File: src/slope_adc_defines.vh
// Register offsets, field positions and reset values of the slope converter control
`ifndef SLOPE_ADC_DEFINES_VH
`define SLOPE_ADC_DEFINES_VH

// Printed register indices; byte address is four times the index
`define IDX_RAMP_TIMER_LOW    8'h0E
`define IDX_RAMP_TIMER_HIGH   8'h0F
`define IDX_CAPTURE_LOW       8'h15
`define IDX_CAPTURE_HIGH      8'h16
`define IDX_CONV_CONTROL_A    8'h1F
`define IDX_CONV_CONTROL_B    8'h20
`define IDX_PERIPH_IRQ_FLAGS  8'h0C
`define IDX_PERIPH_IRQ_ENABLE 8'h21
`define IDX_CORE_IRQ_CONTROL  8'h0B
`define IDX_POWER_CONTROL     8'h22

// Field positions
`define CTLA_HOLD_BIT   1
`define CTLA_CHAN_LSB   4
`define CTLB_CUR_LSB    4
`define FLAG_OVF_BIT    0
`define FLAG_CAP_BIT    1
`define CORE_GIE_BIT    7
`define CORE_PERIPHERAL_IRQ_ENABLE_BIT   6
`define PWR_CONV_BIT    0
`define PWR_REF_BIT     5

// Reset values
`define CTLA_RESET      8'h02
`define CTLB_RESET      8'h00
`define PWR_RESET       8'h21
`define TIMER_RESET     16'h0000

// Minimum hold time in microseconds, and in cycles at 10 MHz (exact product of the two)
`define CLK_MHZ         10
`define HOLD_MIN_US     200
`define HOLD_MIN_CYC    (`HOLD_MIN_US * `CLK_MHZ)

`endif

File: src/comparator_sync.v
// Two-stage synchroniser and falling-edge detector for the ramp comparator
`timescale 1ns/100ps
`default_nettype none
module comparator_sync (
	// Clock and reset
	input  wire clk,
	input  wire rst_b,
	// Comparator
	input  wire comp_in,
	output reg  fall_pulse
);
	reg meta_q;
	reg sync_q;
	reg last_q;

	// Idle level is high so no false edge after reset
	always @(posedge clk or negedge rst_b) begin
		if (!rst_b) begin
			meta_q     <= 1'b1;
			sync_q     <= 1'b1;
			last_q     <= 1'b1;
			fall_pulse <= 1'b0;
		end else begin
			meta_q     <= comp_in;
			sync_q     <= meta_q;
			last_q     <= sync_q;
			fall_pulse <= last_q & ~sync_q;
		end
	end
endmodule
`default_nettype wire

File: src/slope_adc_timer_capture.v
// Slope converter timer, capture, flags and APB register file
//
// Function
// - Hold stops timer and disables ramp current
// - Sixteen-bit up timer, one per cycle
// - Timer cleared only by power-up reset
// - Clearing hold starts counting and charging
// - Comparator falling edge captures timer value
// - Capture sets capture flag
// - Capture flag raised once per conversion
// - Timer keeps counting after capture
// - Wrap sets overflow flag, counting continues
// - Irq needs flag, own, global, peripheral enables
// - Timer and capture as byte registers
// - Low byte before high disables timer
// - Four-bit channel select drives mux
// - Four-bit current code, zero means off
// - Powered only while both power-downs clear
// - Hold control set at power-on
//
// Register word indices
// Index 0x0B core interrupt control: bit 7 global, bit 6 peripheral
// Index 0x0C interrupt flags: bit 1 capture, bit 0 overflow
// Index 0x0E ramp timer low byte
// Index 0x0F ramp timer high byte
// Index 0x15 capture low byte
// Index 0x16 capture high byte
// Index 0x1F control A: [7:4] channel, bit 1 hold, bit 3 reads zero
// Index 0x20 control B: [7:4] ramp current code
// Index 0x21 interrupt enables: bit 1 capture, bit 0 overflow
// Index 0x22 power control: bit 0 converter off, bit 5 reference off
`timescale 1ns/100ps
`default_nettype none
`include "slope_adc_defines.vh"
module slope_adc_timer_capture #(
	parameter TIMER_W = 16
) (
	// Clock and reset
	input  wire        clk,
	input  wire        rst_b,
	// APB slave
	input  wire        psel,
	input  wire        penable,
	input  wire        pwrite,
	input  wire [11:0] paddr,
	input  wire [31:0] pwdata,
	output reg  [31:0] prdata,
	output reg         pready,
	output reg         pslverr,
	// Analog side
	input  wire        comp_out,
	output reg  [3:0]  channel_select,
	output reg  [3:0]  current_select,
	output reg         ramp_discharge,
	output reg         converter_power_on,
	output reg         reference_power_on,
	// CPU interrupt
	output reg         irq
);
	////////////////////////////////////////////////////////////////
	reg  [TIMER_W-1:0] ramp_timer_q;
	reg  [TIMER_W-1:0] capture_value_q;
	reg  [7:0]         conv_control_a_q;
	reg  [7:0]         conv_control_b_q;
	reg  [7:0]         power_control_q;
	reg  [1:0]         irq_enables_q;
	reg  [1:0]         core_irq_q;
	reg                capture_flag_q;
	reg                overflow_flag_q;
	reg                captured_q;
	reg                order_ok_q;
	reg                high_written_q;
	wire               cap_event;
	wire               hold;
	wire               running;
	wire               wr;
	wire [9:0]         idx;
	wire [7:0]         wb;
	wire               hit;
	wire               cap_take;
	wire               wrap_now;

	// Register decode and per-register write strobes
	wire               sel_timer_low;
	wire               sel_timer_high;
	wire               sel_cap_low;
	wire               sel_cap_high;
	wire               sel_ctl_a;
	wire               sel_ctl_b;
	wire               sel_flags;
	wire               sel_enables;
	wire               sel_core;
	wire               sel_power;
	wire               wr_timer_low;
	wire               wr_timer_high;
	wire               wr_cap_low;
	wire               wr_cap_high;
	wire               wr_ctl_a;
	wire               wr_ctl_b;
	wire               wr_flags;
	wire               wr_enables;
	wire               wr_core;
	wire               wr_power;

	comparator_sync comparator_sync_inst (
		.clk        (clk),
		.rst_b      (rst_b),
		.comp_in    (comp_out),
		.fall_pulse (cap_event)
	);

	assign hold    = conv_control_a_q[`CTLA_HOLD_BIT];
	// Timer runs only with hold clear and a valid load order
	assign running = ~hold & order_ok_q;
	assign idx     = paddr[11:2];
	assign wb      = pwdata[7:0];
	// Zero-wait slave: access phase completes in its first cycle
	assign wr      = psel & penable & pwrite & ~pslverr;

	////////////////////////////////////////////////////////////////
	// Register decode; the two upper index bits must be zero
	assign sel_timer_low  = (idx == {2'b00, `IDX_RAMP_TIMER_LOW});
	assign sel_timer_high = (idx == {2'b00, `IDX_RAMP_TIMER_HIGH});
	assign sel_cap_low    = (idx == {2'b00, `IDX_CAPTURE_LOW});
	assign sel_cap_high   = (idx == {2'b00, `IDX_CAPTURE_HIGH});
	assign sel_ctl_a      = (idx == {2'b00, `IDX_CONV_CONTROL_A});
	assign sel_ctl_b      = (idx == {2'b00, `IDX_CONV_CONTROL_B});
	assign sel_flags      = (idx == {2'b00, `IDX_PERIPH_IRQ_FLAGS});
	assign sel_enables    = (idx == {2'b00, `IDX_PERIPH_IRQ_ENABLE});
	assign sel_core       = (idx == {2'b00, `IDX_CORE_IRQ_CONTROL});
	assign sel_power      = (idx == {2'b00, `IDX_POWER_CONTROL});
	assign hit = sel_timer_low | sel_timer_high | sel_cap_low | sel_cap_high
		| sel_ctl_a | sel_ctl_b | sel_flags | sel_enables | sel_core | sel_power;

	// Strobes stand only in the access cycle, so each write lands once
	assign wr_timer_low  = wr & sel_timer_low;
	assign wr_timer_high = wr & sel_timer_high;
	assign wr_cap_low    = wr & sel_cap_low;
	assign wr_cap_high   = wr & sel_cap_high;
	assign wr_ctl_a      = wr & sel_ctl_a;
	assign wr_ctl_b      = wr & sel_ctl_b;
	assign wr_flags      = wr & sel_flags;
	assign wr_enables    = wr & sel_enables;
	assign wr_core       = wr & sel_core;
	assign wr_power      = wr & sel_power;

	// Only the first falling edge after the hold is released captures
	assign cap_take = cap_event & running & ~captured_q;
	// Last count before the wrap to zero
	assign wrap_now = running & (ramp_timer_q == {TIMER_W{1'b1}});

	////////////////////////////////////////////////////////////////
	// APB handshake: pready and pslverr are raised in the setup cycle
	// so they stand registered during the single access cycle
	always @(posedge clk or negedge rst_b) begin
		if (!rst_b) begin
			pready  <= 1'b0;
			pslverr <= 1'b0;
		end else begin
			pready  <= psel & ~penable;
			pslverr <= psel & ~penable & ~hit;
		end
	end

	// Read data is latched in the setup cycle, so reads have no side effect
	always @(posedge clk or negedge rst_b) begin
		if (!rst_b) begin
			prdata <= 32'h00000000;
		end else if (psel & ~penable) begin
			prdata <= 32'h00000000;
			case (idx)
			{2'b00, `IDX_RAMP_TIMER_LOW}:    prdata[7:0] <= ramp_timer_q[7:0];
			{2'b00, `IDX_RAMP_TIMER_HIGH}:   prdata[7:0] <= ramp_timer_q[15:8];
			{2'b00, `IDX_CAPTURE_LOW}:       prdata[7:0] <= capture_value_q[7:0];
			{2'b00, `IDX_CAPTURE_HIGH}:      prdata[7:0] <= capture_value_q[15:8];
			{2'b00, `IDX_CONV_CONTROL_A}:    prdata[7:0] <= conv_control_a_q;
			{2'b00, `IDX_CONV_CONTROL_B}:    prdata[7:0] <= conv_control_b_q;
			{2'b00, `IDX_PERIPH_IRQ_FLAGS}:
				prdata[1:0] <= {capture_flag_q, overflow_flag_q};
			{2'b00, `IDX_PERIPH_IRQ_ENABLE}: prdata[1:0] <= irq_enables_q;
			{2'b00, `IDX_CORE_IRQ_CONTROL}:  prdata[7:6] <= core_irq_q;
			{2'b00, `IDX_POWER_CONTROL}:     prdata[7:0] <= power_control_q;
			default:                         prdata <= 32'h00000000;
			endcase
		end
	end

	////////////////////////////////////////////////////////////////
	// Control registers
	always @(posedge clk or negedge rst_b) begin
		if (!rst_b) begin
			conv_control_a_q <= `CTLA_RESET;
			conv_control_b_q <= `CTLB_RESET;
			power_control_q  <= `PWR_RESET;
			irq_enables_q    <= 2'b00;
			core_irq_q       <= 2'b00;
		end else begin
			if (wr_ctl_a)
				conv_control_a_q <= wb & 8'hF7;
			if (wr_ctl_b)
				conv_control_b_q <= wb;
			if (wr_power)
				power_control_q <= wb & 8'h21;
			if (wr_enables)
				irq_enables_q <= wb[1:0];
			if (wr_core)
				core_irq_q <= wb[7:6];
		end
	end

	////////////////////////////////////////////////////////////////
	// Timer with byte-wise load. Load order: high then low arms the
	// timer; a low write without a preceding high write disarms it.
	// Loads are not interlocked against a running conversion.
	always @(posedge clk or negedge rst_b) begin
		if (!rst_b) begin
			ramp_timer_q   <= `TIMER_RESET;
			order_ok_q     <= 1'b1;
			high_written_q <= 1'b0;
		end else if (wr_timer_high) begin
			ramp_timer_q[15:8] <= wb;
			high_written_q     <= 1'b1;
		end else if (wr_timer_low) begin
			ramp_timer_q[7:0] <= wb;
			order_ok_q        <= high_written_q;
			high_written_q    <= 1'b0;
		end else if (running) begin
			// Wraps freely past all ones; capture does not stop it
			ramp_timer_q <= ramp_timer_q + {{(TIMER_W-1){1'b0}}, 1'b1};
		end
	end

	////////////////////////////////////////////////////////////////
	// Capture register and the once-per-conversion latch
	always @(posedge clk or negedge rst_b) begin
		if (!rst_b) begin
			capture_value_q <= `TIMER_RESET;
			captured_q      <= 1'b0;
		end else begin
			// A byte write in the same cycle as a capture is lost
			if (cap_take)
				capture_value_q <= ramp_timer_q;
			else if (wr_cap_low)
				capture_value_q[7:0] <= wb;
			else if (wr_cap_high)
				capture_value_q[15:8] <= wb;
			// A new conversion cycle begins with the hold control
			if (hold)
				captured_q <= 1'b0;
			else if (cap_event & running)
				captured_q <= 1'b1;
		end
	end

	////////////////////////////////////////////////////////////////
	// Flags: hardware set wins over software clear in the same cycle
	always @(posedge clk or negedge rst_b) begin
		if (!rst_b) begin
			capture_flag_q  <= 1'b0;
			overflow_flag_q <= 1'b0;
		end else begin
			if (cap_take)
				capture_flag_q <= 1'b1;
			else if (wr_flags)
				capture_flag_q <= wb[`FLAG_CAP_BIT];
			if (wrap_now)
				overflow_flag_q <= 1'b1;
			else if (wr_flags)
				overflow_flag_q <= wb[`FLAG_OVF_BIT];
		end
	end

	////////////////////////////////////////////////////////////////
	// Analog controls and interrupt request, all registered
	always @(posedge clk or negedge rst_b) begin
		if (!rst_b) begin
			channel_select     <= 4'h0;
			current_select     <= 4'h0;
			ramp_discharge     <= 1'b1;
			converter_power_on <= 1'b0;
			reference_power_on <= 1'b0;
			irq                <= 1'b0;
		end else begin
			channel_select     <= conv_control_a_q[`CTLA_CHAN_LSB+3:`CTLA_CHAN_LSB];
			// Source off while held so the capacitor can discharge
			current_select     <= hold ? 4'h0
				: conv_control_b_q[`CTLB_CUR_LSB+3:`CTLB_CUR_LSB];
			ramp_discharge     <= hold;
			converter_power_on <= ~power_control_q[`PWR_CONV_BIT]
				& ~power_control_q[`PWR_REF_BIT];
			reference_power_on <= ~power_control_q[`PWR_CONV_BIT]
				& ~power_control_q[`PWR_REF_BIT];
			// Level request; it drops the cycle after its flag is cleared
			irq <= core_irq_q[1] & core_irq_q[0]
				& ((capture_flag_q & irq_enables_q[`FLAG_CAP_BIT])
				| (overflow_flag_q & irq_enables_q[`FLAG_OVF_BIT]));
		end
	end
endmodule
`default_nettype wire

File: config.mk
export PLATFORM = sky130hd
export DESIGN_NAME = slope_adc_timer_capture
export DESIGN_NICKNAME = d
export VERILOG_FILES = /design/src/comparator_sync.v /design/src/slope_adc_timer_capture.v
export VERILOG_INCLUDE_DIRS = /design/src
export SDC_FILE = /design/constraint.sdc
export NUM_CORES = 1
export LEC_CHECK = 0
export BUFFER_PORTS_ARGS = -buffer_cell sky130_fd_sc_hd__buf_4
export CAP_MARGIN = 20
export CORE_MARGIN = 2
export CORE_UTILIZATION = 56
export CTS_CLUSTER_DIAMETER = 120
export DETAILED_ROUTE_END_ITERATION = 7
export GPL_TIMING_DRIVEN = 0
export MAX_ROUTING_LAYER = met4
export PLACE_DENSITY_LB_ADDON = 0.08
export SLEW_MARGIN = 30
export SYNTH_ARGS = -nofsm -noshare
export SYNTH_HDL_FRONTEND = slang
export SYNTH_SLANG_ARGS = --single-unit
File: constraint.sdc
create_clock -name clk -period 3.4 [get_ports clk]
set_clock_uncertainty 0.05 [all_clocks]
set_input_delay 0.17 -clock clk [delete_from_list [all_inputs] [get_ports clk]]
set_output_delay 0.17 -clock clk [all_outputs]
set_load 0.01 [all_outputs]
* Word level (Yosys, flattened, before mapping)
Index checks and enable logic that the tools add are counted.
Widths: inputs -> output; s select.
** Word-level totals
- Output and inout bits :: 46
- Input bits :: 50
- Register bits after elaboration :: 83
- Logic and storage cells :: 116
** Operators by class
- $add $sub $neg :: 1
- Bitwise logic cells :: 44
- Muxes and demuxes :: 20
- Reduce and logical (&&, ||, !) cells :: 12
- Eq/ne operators :: 13
** Operators by type and width (number)
- $mux 8 :: 6
- $eq 10x4->1 const B :: 4
- $mux 16 :: 2
- $eq 10x5->1 const B :: 3
- $eq 10x6->1 const B :: 3
- $pmux 4 s7 :: 1
- $and 1x1->1 :: 25
- $pmux 2 s9 :: 1
- $add 16x1->16 const B :: 1
- $eq 16x16->1 const B :: 1
- $reduce_bool 2->1 :: 8
- $pmux 2 s7 :: 1
- $or 1x1->1 :: 10
- $not 1->1 :: 9
- $mux 1 :: 8
- $reduce_and 2->1 :: 4
- $mux 4 :: 1
- $ne 2x1->1 const B :: 1
- $ne 2x2->1 const B :: 1

* Depth between registers and ports, before layout
Gate-level depths: netlist of the first run.
- Depth after elaboration :: 12
- Gate-level depth with buffers :: 9
- Gate-level depth less buffers :: 6

* By module
From an unflattened synthesis of the first run, not the netlist that was laid out.
** Unflattened totals
- Cells, all modules :: 435
- Area, all modules :: 4441.8 um^2
** Modules (own cells, without submodules)
- slope_adc_timer_capture :: area an instance 4324.1 um^2, instances 1, cells an instance 430, seq. area each 1983.2 um^2
- comparator_sync :: area an instance 117.6 um^2, instances 1, cells an instance 5, seq. area each 103.8 um^2

* Least setup slack after synthesis of the first run
OpenSTA, ideal clock, no wires.
- Path kind :: input port to flip-flop
- From :: input paddr[6]
- To :: register ramp_timer_q[14]
- Library setup time :: 126 ps
- Cell stages on the path :: 7
- Path buffers :: 2
- Slack :: 1165 ps
- Arrival :: 2059 ps
- Required time :: 3224 ps
- Cell sequence :: buf_6 or4b_4 or2_4 or3_1 buf_6 a22o_1 a221o_1
** Between the ends
- Cells in the longest elaborated chain, start to end :: 4
- Elaborated cells on any way between the ends :: 8
- Those cells by class :: eq/ne (3); mux (1); bitwise (2); reduce/logical (2)
** RTL lines
- from (decl) :: line slope_adc_timer_capture.v:45 : input wire [11:0] paddr,
- $eq 10x4->1, on equally long branches :: line slope_adc_timer_capture.v:122, slope_adc_timer_capture.v:123
- $and 1x1->1, on equally long branches :: line slope_adc_timer_capture.v:136, slope_adc_timer_capture.v:137
- $ne 2x1->1 (no source line) or $reduce_bool 2->1 (tied branches)
- $reduce_and 2->1 (no source line)
- to (signal assigned) :: line slope_adc_timer_capture.v:217 : ramp_timer_q <= `TIMER_RESET;
- to (signal assigned) :: line slope_adc_timer_capture.v:221 : ramp_timer_q[15:8] <= wb;
- to (signal assigned) :: line slope_adc_timer_capture.v:229 : ramp_timer_q <= ramp_timer_q + {{(TIMER_W-1){1'b0}}, 1'b1};
- to (decl) :: line slope_adc_timer_capture.v:61 : reg [TIMER_W-1:0] ramp_timer_q;
Several ways; a longest one is shown, not always the timed one.
A chain may end at the register's enable or synchronous reset.

* Worst setup path in the final report of the first run
- From :: register pslverr
- To :: register ramp_timer_q[11]
** Between the ends
- Cells in the longest elaborated chain, start to end :: 5
- Elaborated cells on any way between the ends :: 8
- Those cells by class :: eq/ne (1); mux (1); bitwise (4); reduce/logical (2)
** RTL lines
- from (decl) :: line slope_adc_timer_capture.v:49 : output reg pslverr,
- from (signal assigned) :: line slope_adc_timer_capture.v:161 : pslverr <= psel & ~penable & ~hit;
- $not 1->1 (*) :: line slope_adc_timer_capture.v:118 : assign wr = psel & penable & pwrite & ~pslverr;
- $and 1x1->1 (*) :: line slope_adc_timer_capture.v:118
- $and 1x1->1, on equally long branches :: line slope_adc_timer_capture.v:136, slope_adc_timer_capture.v:137
- $ne 2x1->1 (no source line) or $reduce_bool 2->1 (tied branches)
- $reduce_and 2->1 (no source line)
Mark *: on every way between the ends. The rest lies on a longest branch, timed or not.

==> results of run 1 <==
worst min-delay path by stage:
| stage | from | to | slack [ns] | cells past startpoint |
|---|---|---|---|---|
| 2_1_floorplan | rst_b | capture_flag_q | -0.18 | 0 |
| 3_3_place_gp | comp_out | comparator_sync_inst.meta_q | 0.23 | 1 |
| 3_5_place_dp | rst_b | conv_control_b_q[5] | 0.22 | 1 |
| 4_1_cts | pwdata[4] | ramp_timer_q[12] | 0.02 | 3 |
| 5_1_grt | pwdata[3] | conv_control_b_q[3] | 0.04 | 2 |
| 6_report | pwdata[4] | ramp_timer_q[12] | 0.03 | 3 |
per-stage QoR:
stage	hold slack (ns)	setup WS (ns)
final	0.0283	0.861
after global routing	0.0403	0.772
after CTS	0.0189	0.939
after detailed placement	0.215	0.925
after global placement	0.229	0.911
after floorplan	-0.176	1.16
registers in the layout (all words and copies together), names as in the netlist:
name	cells
ramp_discharge	1
comparator_sync_inst.fall_pulse	1
irq	1
core_irq_q	2
high_written_q	1
irq_enables_q	2
capture_value_q	16
pready	1
order_ok_q	1
overflow_flag_q	1
comparator_sync_inst.meta_q	1
reference_power_on	1
conv_control_b_q	8
current_select	4
power_control_q	2
comparator_sync_inst.last_q	1
capture_flag_q	1
channel_select	4
captured_q	1
conv_control_a_q	7
prdata	8
pslverr	1
ramp_timer_q	16
comparator_sync_inst.sync_q	1
routing by layer:
metal / part of all wire (%) / vias up / GRT usage, %
met5: 0 / - / -
met4: 2.1 / 0 / 13.1
met3: 5.9 / 22 / 4.19
met2: 48 / 147 / 43.5
met1: 44 / 1749 / 36.1
li1: - / 1700 / -
worst max-delay path, cell delays in order, from the launching register on:
cell and delay, ns:
sky130_fd_sc_hd__dfrtp_1 0.40, sky130_fd_sc_hd__nand4b_1 0.37, sky130_fd_sc_hd__nor4_1 0.81, sky130_fd_sc_hd__nand2b_1 0.33, sky130_fd_sc_hd__o22ai_1 0.14, sky130_fd_sc_hd__a221o_1 0.31
where the power goes:
group          internal, mW  total (mW)  leakage [nW]  switching [mW]
Clock                 0.435       0.801         0.117           0.366
Sequential             1.00        1.01         0.989          0.0101
Combinational        0.0780       0.182          1.25           0.104
cell families after synthesis:
family / after synthesis / share of synthesized area [%]
XOR/XNOR: 3 / 0.603
adder cells (fa/ha/maj): 1 / 0.287
multiplexers: 50 / 12.2
other: 1 / 0.0861
AO/OA/AOI/OAI: 101 / 14.5
AND/OR/NAND/NOR: 145 / 17.6
flip-flops: 83 / 47.9
buffers and inverters: 50 / 6.89
final cells by class:
class / instances / area (µm²)
multi-input cells: 324 / 2050
clock buffers: 10 / 138
well taps: 102 / 128
repair buffers: 44 / 339
inverters: 2 / 7.51
flip-flops and latches: 83 / 2090
clock inverters: 6 / 87.6
plain buffers: 48 / 293
fillers: 626 / 2510
cells in the final DEF, fill, tap and decap left out, types with 16 or more instances in the layout:
cell type,count
sky130_fd_sc_hd__conb_1,24
sky130_fd_sc_hd__mux2i_1,26
sky130_fd_sc_hd__nor2_1,30
sky130_fd_sc_hd__mux2_2,24
sky130_fd_sc_hd__nand2_1,35
sky130_fd_sc_hd__o21ai_0,30
sky130_fd_sc_hd__dfrtp_1,75
sky130_fd_sc_hd__a21oi_1,31
sky130_fd_sc_hd__buf_4,66
sky130_fd_sc_hd__clkbuf_1,16
==> flow_summary.json, run 1 <==
{
  "initial_antenna_violation_count": 0,
  "worstMarginPinSlew_ns": 0.863,
  "clock_root_buffer": "sky130_fd_sc_hd__clkbuf_8",
  "crit_required_ns": 3.60,
  "final-max-slew-violation-count": 0,
  "cts-htree-levels": 3,
  "synth.avg_cell_area_um2": 10.0,
  "crit-reg2reg-capture": "ramp_timer_q[11]",
  "synth_commonest_cells": "sky130_fd_sc_hd__dfrtp_1, sky130_fd_sc_hd__nand2_1, sky130_fd_sc_hd__a21oi_1",
  "clock_insertion_delay_worst_skew_ns": 0.36,
  "dr_total_vias": 3618,
  "clock_sinks": 83,
  "initial_drt_pass_iterations": 5,
  "timing.max_slew.rel_slack_pct": 41.9,
  "final_cell_count_no_fill": 619,
  "drt-vias-per-instance": 5.84,
  "routed_wirelength_mm": 10.9,
  "maximum_number_of_pins_on_one_net_before_global_route_repair": 84,
  "hold_buffers": 2,
  "yosysWarnings": 0,
  "numPortBuffers": 42,
  "place.detailed.hpwl_mm": 8.07,
  "startpoint": "pslverr",
  "timing.max_cap.violations": 0,
  "synth_seq_area_share_pct": 47.9,
  "n_antenna_cell": 0,
  "final_hold_viol_count": 0,
  "tritoncts_clock_tree": "yes",
  "placedInstanceArea_mm2": 0.00489,
  "period_share_pct": 74.7,
  "cts.path.max_buffers": 2,
  "min-delay-path-class": "input port to flop",
  "critical_path.max_fanout": 7,
  "wl_per_cell_um": 17.6,
  "synth_seq_cells": 83,
  "ff2ff_path_depth": 5,
  "power_leakage_nw": 2.35,
  "detail-route-antenna-nets": 0,
  "first_pass_grt_wire_length_mm": 17.8,
  "num-nets-final": 563,
  "critical_path.reg2reg.startpoint": "pslverr",
  "post-layout-total-power_mw": 2.00,
  "async_flop_share_pct": 100,
  "first_global_vias": 3491,
  "clkSlewWorstSetupHoldPaths_ns": 0.09,
  "gr-total-overflow": 0,
  "core_footprint_mm2": 0.00765,
  "initial_utilization_pct": 57.0,
  "post_synth_design_cell_area_mm2": 0.00436,
  "yosysTopAreaCell": "sky130_fd_sc_hd__dfrtp_1",
  "postLayoutCellArea_mm2": 0.00513,
  "arrival_ns": 2.74,
  "synth_top_flop_cell": "sky130_fd_sc_hd__dfrtp_1",
  "fp.dieW_um": 92.2,
  "chipHeight_um": 92.2,
  "power-per-cell-area_mw_per_mm2": 389,
  "critPathKind": "flop to flop",
  "grt_setup_unrepaired": "no",
  "most_common_cell_in_the_synthesized_netlist": "sky130_fd_sc_hd__dfrtp_1",
  "synth_cell_types": 55,
  "finalCriticalPeriod_ns": 2.54,
  "cp-endpoint": "ramp_timer_q[11]",
  "std_cell_rows": 32,
  "gr-usage-all-layers_pct": 27.9,
  "start_kind": "flop",
  "post_synthesis_cell_count": 434,
  "detail_route.iter0.violations": 183,
  "highest_attainable_clock_frequency_mhz": 394,
  "synth_largest_type_area_fraction_pct": 43.1,
  "synthesis_to_layout_area_growth_pct": 17.9,
  "top_level_ports": 96,
  "drive_gt1_share_pct": 25.1,
  "count_of_flip_flops_with_a_built_in_enable_after_synthesis": 0,
  "fin_setup_tns_ns": 0,
  "post-cts-setup-buffer-count": 0,
  "detailed_route_drc_error_count": 0,
  "synth_top_area_cells": "sky130_fd_sc_hd__dfrtp_1, sky130_fd_sc_hd__mux2_2, sky130_fd_sc_hd__mux2i_1",
  "setup_viol_count_final": 0,
  "ir_worst_vdd_mv": 0.184,
  "worst_setup_path_end_kind": "flop",
  "status": "completed",
  "cts-resized-gates": 0,
  "finalCoreUtilization_pct": 67.1,
  "gp_congestion": 0.947,
  "r2r_slack_ns": 0.86,
  "dp_cells": 601,
  "cts_inserted_buffers": 9,
  "floorplan.die_area_mm2": 0.00850
}
(Power assumes the default switching activity.)
==> run 2: changes to the inputs <==
--- a/config.mk
+++ b/config.mk
@@ -9,7 +9,7 @@
 export BUFFER_PORTS_ARGS = -buffer_cell sky130_fd_sc_hd__buf_4
 export CAP_MARGIN = 20
 export CORE_MARGIN = 2
-export CORE_UTILIZATION = 56
+export CORE_UTILIZATION = 49
 export CTS_CLUSTER_DIAMETER = 120
 export DETAILED_ROUTE_END_ITERATION = 7
 export GPL_TIMING_DRIVEN = 0
==> constraint.sdc (replaced) <==
create_clock -name clk -period 2.33 [get_ports clk]
set_clock_uncertainty 0.05 [all_clocks]
set_input_delay 0.1165 -clock clk [delete_from_list [all_inputs] [get_ports clk]]
set_output_delay 0.1165 -clock clk [all_outputs]
set_load 0.01 [all_outputs]
==> run 2 against run 1 <==
Against the previous run:
- hold slack worse by 0.0025 ns
- global-route usage down 2.5 points
- first-iteration DRC count unchanged
- sequential power up 47%
- clock power up 45%
- via count down 0.36%
- design area up 1.4%
- sequential cell count unchanged
- critical path type unchanged
- largest power group unchanged
- highest routed layer unchanged
==> flow_summary.json, run 2 (synthesized netlist as in run 1, its figures left out) <==
{
  "ir_worst_vdd_mv": 0.334,
  "worstMarginPinSlew_ns": 0.776,
  "power-per-cell-area_mw_per_mm2": 560,
  "share_comb_of_total_power_pct": 9.5,
  "gp_congestion": 0.882,
  "final_cell_mix": "sky130_fd_sc_hd__dfrtp_1, sky130_fd_sc_hd__buf_4, sky130_fd_sc_hd__nand2_1",
  "routed_wirelength_mm": 11.5,
  "mostFrequentLayoutCell": "sky130_fd_sc_hd__dfrtp_1",
  "power_leakage_nw": 2.37,
  "gr-total-overflow": 0,
  "power.clock.fraction_pct": 39.8,
  "finalCriticalPeriod_ns": 2.18,
  "power.net_switching_mw": 0.697,
  "category_of_cells_accounting_for_the_largest_share_of_critical_path_delay": "simple AND/OR/NAND/NOR gates",
  "timing.max_slew.rel_slack_pct": 48.2,
  "hp-start": "pwdata[7]",
  "place.detailed.hpwl_mm": 8.40,
  "floorplan.die_area_mm2": 0.00966,
  "numPortBuffers": 42,
  "crit_required_ns": 2.55,
  "final-max-slew-violation-count": 0,
  "initial_utilization_pct": 50.2,
  "gr-usage-all-layers_pct": 25.4,
  "final_hold_viol_count": 0,
  "drt-vias-per-instance": 5.72,
  "maximum_number_of_pins_on_one_net_before_global_route_repair": 84,
  "clock_sinks": 83,
  "critical_path.slowest_cell": "sky130_fd_sc_hd__nor3b_1",
  "critPathKind": "flop to flop",
  "clock_root_buffer": "sky130_fd_sc_hd__clkbuf_8",
  "synthesis_to_layout_area_growth_pct": 19.5,
  "detail-route-antenna-nets": 0,
  "initial_drt_pass_iterations": 5,
  "critical-path-max-stage-delay_ns": 0.69,
  "timing.max_cap.violations": 0,
  "cts-htree-levels": 3,
  "chipHeight_um": 98.3,
  "startpoint": "conv_control_a_q[1]",
  "detailed_route_drc_error_count": 0,
  "detail_route.iter0.violations": 183,
  "status": "completed",
  "top_level_ports": 96,
  "std_cell_rows": 34,
  "tritoncts_clock_tree": "yes",
  "cts_inserted_buffers": 9,
  "min-delay-path-class": "input port to flop",
  "power.internal_mw": 2.22,
  "largestRegisters": "capture_value_q: 16 flops, ramp_timer_q: 16 flops",
  "arrival_ns": 2.40,
  "n_antenna_cell": 0,
  "core_footprint_mm2": 0.00868,
  "dp_cells": 607,
  "period_share_pct": 93.6,
  "initial_antenna_violation_count": 0,
  "critical_path.max_fanout": 10,
  "crit_path_cell_chain": "nand2b_1, nor3b_1, clkbuf_1, nand2_1, o21ai_0",
  "clkSlewWorstSetupHoldPaths_ns": 0.08,
  "setup_viol_count_final": 0,
  "fp.dieW_um": 98.3,
  "first_global_vias": 3509,
  "wl_per_cell_um": 18.3,
  "highest_attainable_clock_frequency_mhz": 459,
  "cts.path.max_buffers": 2,
  "start_kind": "flop",
  "num-nets-final": 568,
  "clock_insertion_delay_worst_skew_ns": 0.36,
  "worst_setup_path_end_kind": "flop",
  "critical_path.reg2reg.startpoint": "conv_control_a_q[1]",
  "power_frac_seq_pct": 50.8,
  "final_cell_count_no_fill": 630,
  "dr_total_vias": 3605,
  "first_pass_grt_wire_length_mm": 18.8,
  "post-layout-total-power_mw": 2.92,
  "critical_path_buf_inv_count": 1,
  "switching_share_pct": 23.9,
  "drive_gt1_share_pct": 25.5,
  "grt_setup_unrepaired": "no"
}
run 2: through the flow:
step | setup slack, ns | area, µm² | utilization, % | hold WS, ns | setup TNS, ns
detailed placement | -0.137 | 4900 | 56.4 | 0.166 | -1.52
CTS | 0.0423 | 5180 | 59.7 | 0.0148 | 0
global route | 0.00212 | 5200 | 60.0 | 0.0216 | 0
finish | 0.149 | 5200 | 60.0 | 0.0258 | 0
floorplan | 0.148 | 4440 | - | -0.229 | 0
global placement | -0.161 | 4890 | 56.4 | 0.175 | -1.64
run 2: area by class of cell:
type                       instances  area, µm²
buffer                            48        294
clock buffer                      12        145
clock inverter                     4       75.1
fill                             784       3470
inverter                           2       7.51
multi-input combinational        324       2080
sequential                        83       2090
tap                              108        135
timing repair buffer              49        384
run 2: per-layer routing:
| layer | global-route usage (%) | share of wire, % | vias to the layer above |
|---|---|---|---|
| li1 | - | - | 1712 |
| met1 | 33.8 | 45 | 1755 |
| met2 | 40.5 | 49 | 123 |
| met3 | 4.08 | 4.7 | 15 |
| met4 | 7.17 | 1.7 | 0 |
| met5 | - | 0 | - |
run 2: worst register-to-register path: stages, from the launching register on:
cell	delay [ns]
sky130_fd_sc_hd__dfstp_2	0.45
sky130_fd_sc_hd__nand2b_1	0.29
sky130_fd_sc_hd__nor3b_1	0.69
sky130_fd_sc_hd__clkbuf_1	0.43
sky130_fd_sc_hd__nand2_1	0.11
sky130_fd_sc_hd__o21ai_0	0.08
run 2: power by group through the flow:
stage,sequential [mW],combinational (mW),clock (mW)
final,1.48,0.276,1.16
after global routing,1.48,0.302,1.25
after detailed placement,1.51,0.263,0
after floorplan,1.51,0.128,0
after CTS,1.48,0.272,1.18
after global placement,1.51,0.262,0
run 2: path summary, 6_finish.rpt:
kind | cells past startpoint | slack (ns) | endpoint
worst min-delay path | 2 | 0.03 | ramp_timer_q[15]
worst min register to register | 0 | 0.31 | comparator_sync_inst.sync_q
worst max-delay path | 5 | 0.15 | capture_value_q[1]
min in group asynchronous | 2 | 0.33 | current_select[1]
max in group asynchronous | 2 | 1.41 | ramp_timer_q[2]
worst max register to register | 5 | 0.15 | capture_value_q[1]
run 2: timing repair:
| action | CTS | global route |
|---|---|---|
| hold endpoints to repair | 82 | 0 |
| resized for setup | 2 | 4 |
| hold buffers | 5 | 0 |
| buffers inserted | 0 | 2 |
| setup endpoints to repair | 7 | 10 |
| gates cloned | 0 | 0 |
==> run 3: changes to the inputs <==
--- a/config.mk
+++ b/config.mk
@@ -8,6 +8,7 @@
 export LEC_CHECK = 0
 export BUFFER_PORTS_ARGS = -buffer_cell sky130_fd_sc_hd__buf_4
 export CAP_MARGIN = 20
+export CORE_ASPECT_RATIO = 1.5
 export CORE_MARGIN = 2
 export CORE_UTILIZATION = 49
 export CTS_CLUSTER_DIAMETER = 120
==> constraint.sdc (replaced) <==
create_clock -name clk -period 1.85 [get_ports clk]
set_clock_uncertainty 0.05 [all_clocks]
set_input_delay 0.0925 -clock clk [delete_from_list [all_inputs] [get_ports clk]]
set_output_delay 0.0925 -clock clk [all_outputs]
set_load 0.01 [all_outputs]
==> run 3 against run 2 <==
Against the previous run:
- the flow now finishes with violations (setup timing)
- combinational power rose by 34%
- sequential power rose by 26%
- critical path depth rose by 2
- clock power rose by 68%
- non-clock buffer count rose by 12
- register-to-register slack got worse by 0.23 ns
- critical endpoint is now ramp_timer_q[7]
- largest cell class is now multi-input gates
- largest power group is now the clock network
==> flow_summary.json, run 3 (synthesized netlist as in run 1, its figures left out) <==
{
  "maximum_number_of_pins_on_one_net_before_global_route_repair": 84,
  "detail-route-antenna-nets": 0,
  "clock_sinks": 83,
  "critical_path_buf_inv_count": 2,
  "chipHeight_um": 119,
  "timing.max_cap.violations": 0,
  "power_frac_seq_pct": 44.5,
  "n_antenna_cell": 0,
  "violations": "setup timing",
  "final-max-slew-violation-count": 0,
  "holdPathEnd": "irq_enables_q[1]",
  "drive_gt1_share_pct": 34.8,
  "initial_utilization_pct": 49.9,
  "initial_drt_pass_iterations": 4,
  "arrival_ns": 2.14,
  "first_global_vias": 3806,
  "drt-vias-per-instance": 5.76,
  "final_cell_mix": "sky130_fd_sc_hd__buf_4, sky130_fd_sc_hd__dfrtp_1, sky130_fd_sc_hd__nand2_1",
  "ff2ff_path_depth": 7,
  "power.net_switching_mw": 0.995,
  "fp.dieW_um": 81.0,
  "num-nets-final": 581,
  "crit_path_cell_chain": "nand4b_1, buf_6, or4b_4, buf_6, o31ai_1, a21oi_1, a21oi_1",
  "setup_viol_count_final": 13,
  "postLayoutCellArea_mm2": 0.00567,
  "critical_path.max_fanout": 10,
  "clock_insertion_delay_worst_skew_ns": 0.34,
  "numPortBuffers": 42,
  "first_pass_grt_wire_length_mm": 19.8,
  "start_kind": "flop",
  "highest_attainable_clock_frequency_mhz": 519,
  "routed_wirelength_mm": 12.4,
  "initial_antenna_violation_count": 0,
  "post-route-worst-setup-slack_ns": -0.0779,
  "tritoncts_clock_tree": "yes",
  "placement.setup.worst_slack_ns": -0.669,
  "finalCriticalPeriod_ns": 1.93,
  "whs_path_depth": 2,
  "dr_total_vias": 3712,
  "category_of_cells_accounting_for_the_largest_share_of_critical_path_delay": "simple AND/OR/NAND/NOR gates",
  "critical-path-max-stage-delay_ns": 0.56,
  "core_footprint_mm2": 0.00872,
  "gr-total-overflow": 0,
  "status": "complete, but fails checks",
  "hp-start": "pwdata[1]",
  "mostFrequentLayoutCell": "sky130_fd_sc_hd__buf_4",
  "detail_route.iter0.violations": 274,
  "grt_setup_unrepaired": "yes",
  "worst_setup_path_end_kind": "flop",
  "power.internal_mw": 3.20,
  "period_share_pct": 104,
  "critPathKind": "flop to flop",
  "top_level_ports": 96,
  "timing.max_slew.rel_slack_pct": 49.2,
  "wl_per_cell_um": 19.2,
  "holdWs_ns": 0.0201,
  "floorplan.die_area_mm2": 0.00967,
  "cts_inserted_buffers": 9,
  "cts.path.max_buffers": 2,
  "final_hold_viol_count": 0,
  "std_cell_rows": 42,
  "clock_root_buffer": "sky130_fd_sc_hd__clkbuf_16",
  "power-per-cell-area_mw_per_mm2": 740,
  "gr-usage-all-layers_pct": 28.3,
  "place.detailed.hpwl_mm": 8.79,
  "synthesis_to_layout_area_growth_pct": 30.1,
  "r2r_slack_ns": -0.08,
  "cts-htree-levels": 3,
  "detailed_route_drc_error_count": 0,
  "power_leakage_nw": 2.58,
  "share_comb_of_total_power_pct": 8.8,
  "placedInstanceArea_mm2": 0.00496,
  "worstMarginPinSlew_ns": 0.762,
  "largestRegisters": "capture_value_q: 16 flops, ramp_timer_q: 16 flops",
  "power.clock.fraction_pct": 46.6,
  "crit_required_ns": 2.06,
  "critical_path.slowest_cell": "sky130_fd_sc_hd__or4b_4",
  "clkSlewWorstSetupHoldPaths_ns": 0.06,
  "min-delay-path-class": "input port to flop",
  "switching_share_pct": 23.7,
  "ir_worst_vdd_mv": 0.571,
  "crit-reg2reg-capture": "ramp_timer_q[7]",
  "critical_path.reg2reg.startpoint": "pslverr",
  "post-layout-total-power_mw": 4.19,
  "gp_congestion": 1.01
}
run 3: changes by cell type in the layout (fill, tap and decap cells not counted), moves of 3 or more:
cell | previous run | this run
sky130_fd_sc_hd__buf_4 | 68 | 81
sky130_fd_sc_hd__clkbuf_1 | 17 | 6
sky130_fd_sc_hd__clkbuf_16 | 0 | 10
sky130_fd_sc_hd__clkbuf_8 | 10 | 2
sky130_fd_sc_hd__dfrtp_1 | 75 | 70
sky130_fd_sc_hd__dfrtp_2 | 0 | 5
sky130_fd_sc_hd__o21ai_0 | 29 | 25
sky130_fd_sc_hd__o21ai_1 | 1 | 5
sky130_fd_sc_hd__a21oi_1 | 31 | 28
sky130_fd_sc_hd__clkbuf_2 | 1 | 4
sky130_fd_sc_hd__nor2_1 | 30 | 27
sky130_fd_sc_hd__nor2_4 | 0 | 3
sky130_fd_sc_hd__or4b_4 | 1 | 4
run 3: layout make-up:
cell class | instances | area [µm²]
Buffer | 44 | 323
Clock buffer | 9 | 225
Clock inverter | 7 | 101
Fill cell | 747 | 3060
Inverter | 2 | 7.51
Multi-Input combinational cell | 325 | 2260
Sequential cell | 83 | 2090
Tap cell | 110 | 138
Timing Repair Buffer | 65 | 522
run 3: power by group through the flow:
stage                     Combinational (mW)  Sequential [mW]  Clock (mW)
after floorplan                        0.163             1.91           0
after global placement                 0.331             1.90           0
after detailed placement               0.335             1.90           0
after CTS                              0.362             1.87        1.98
after global routing                   0.408             1.87        2.06
final                                  0.371             1.87        1.95
run 3: stage by stage:
step	utilization, %	cells	setup TNS, ns
2_1_floorplan	-	457	-1.11
3_3_place_gp	56.8	609	-20.05
3_5_place_dp	56.8	609	-20.65
4_1_cts	63.8	641	-0.348
5_1_grt	65.0	645	-1.52
6_report	65.0	645	-0.417
run 3: worst max-delay path by stage:
stage                        start                to  slack [ns]  cells past startpoint
after detailed placement   pslverr  ramp_timer_q[11]       -0.67                      5
after floorplan           paddr[6]  ramp_timer_q[14]       -0.26                      7
after global placement     pslverr  ramp_timer_q[11]       -0.65                      5
after global routing       pslverr   ramp_timer_q[1]       -0.15                      7
after CTS                  pslverr  ramp_timer_q[14]       -0.09                      6
final                      pslverr   ramp_timer_q[7]       -0.08                      7
run 3: timing repair:
action / 4_1_cts / 5_1_grt
hold endpoints to repair: 80 / 0
endpoints found under the setup margin: 43 / 29
hold buffers: 5 / 0
gates resized for setup: 33 / 22
cloned: 2 / 0
pin swaps: 9 / 8
buffers inserted: 13 / 4
run 3: routing by layer:
layer | track usage (%) | wire [µm] | share of wire [%] | up-vias
met4 | 14.3 | 417 | 3.4 | 0
met3 | 4.77 | 539 | 4.3 | 30
li1 | - | - | - | 1745
met1 | 33.0 | 4800 | 39 | 1825
met2 | 46.3 | 6640 | 54 | 112
met5 | - | 0 | 0 | -
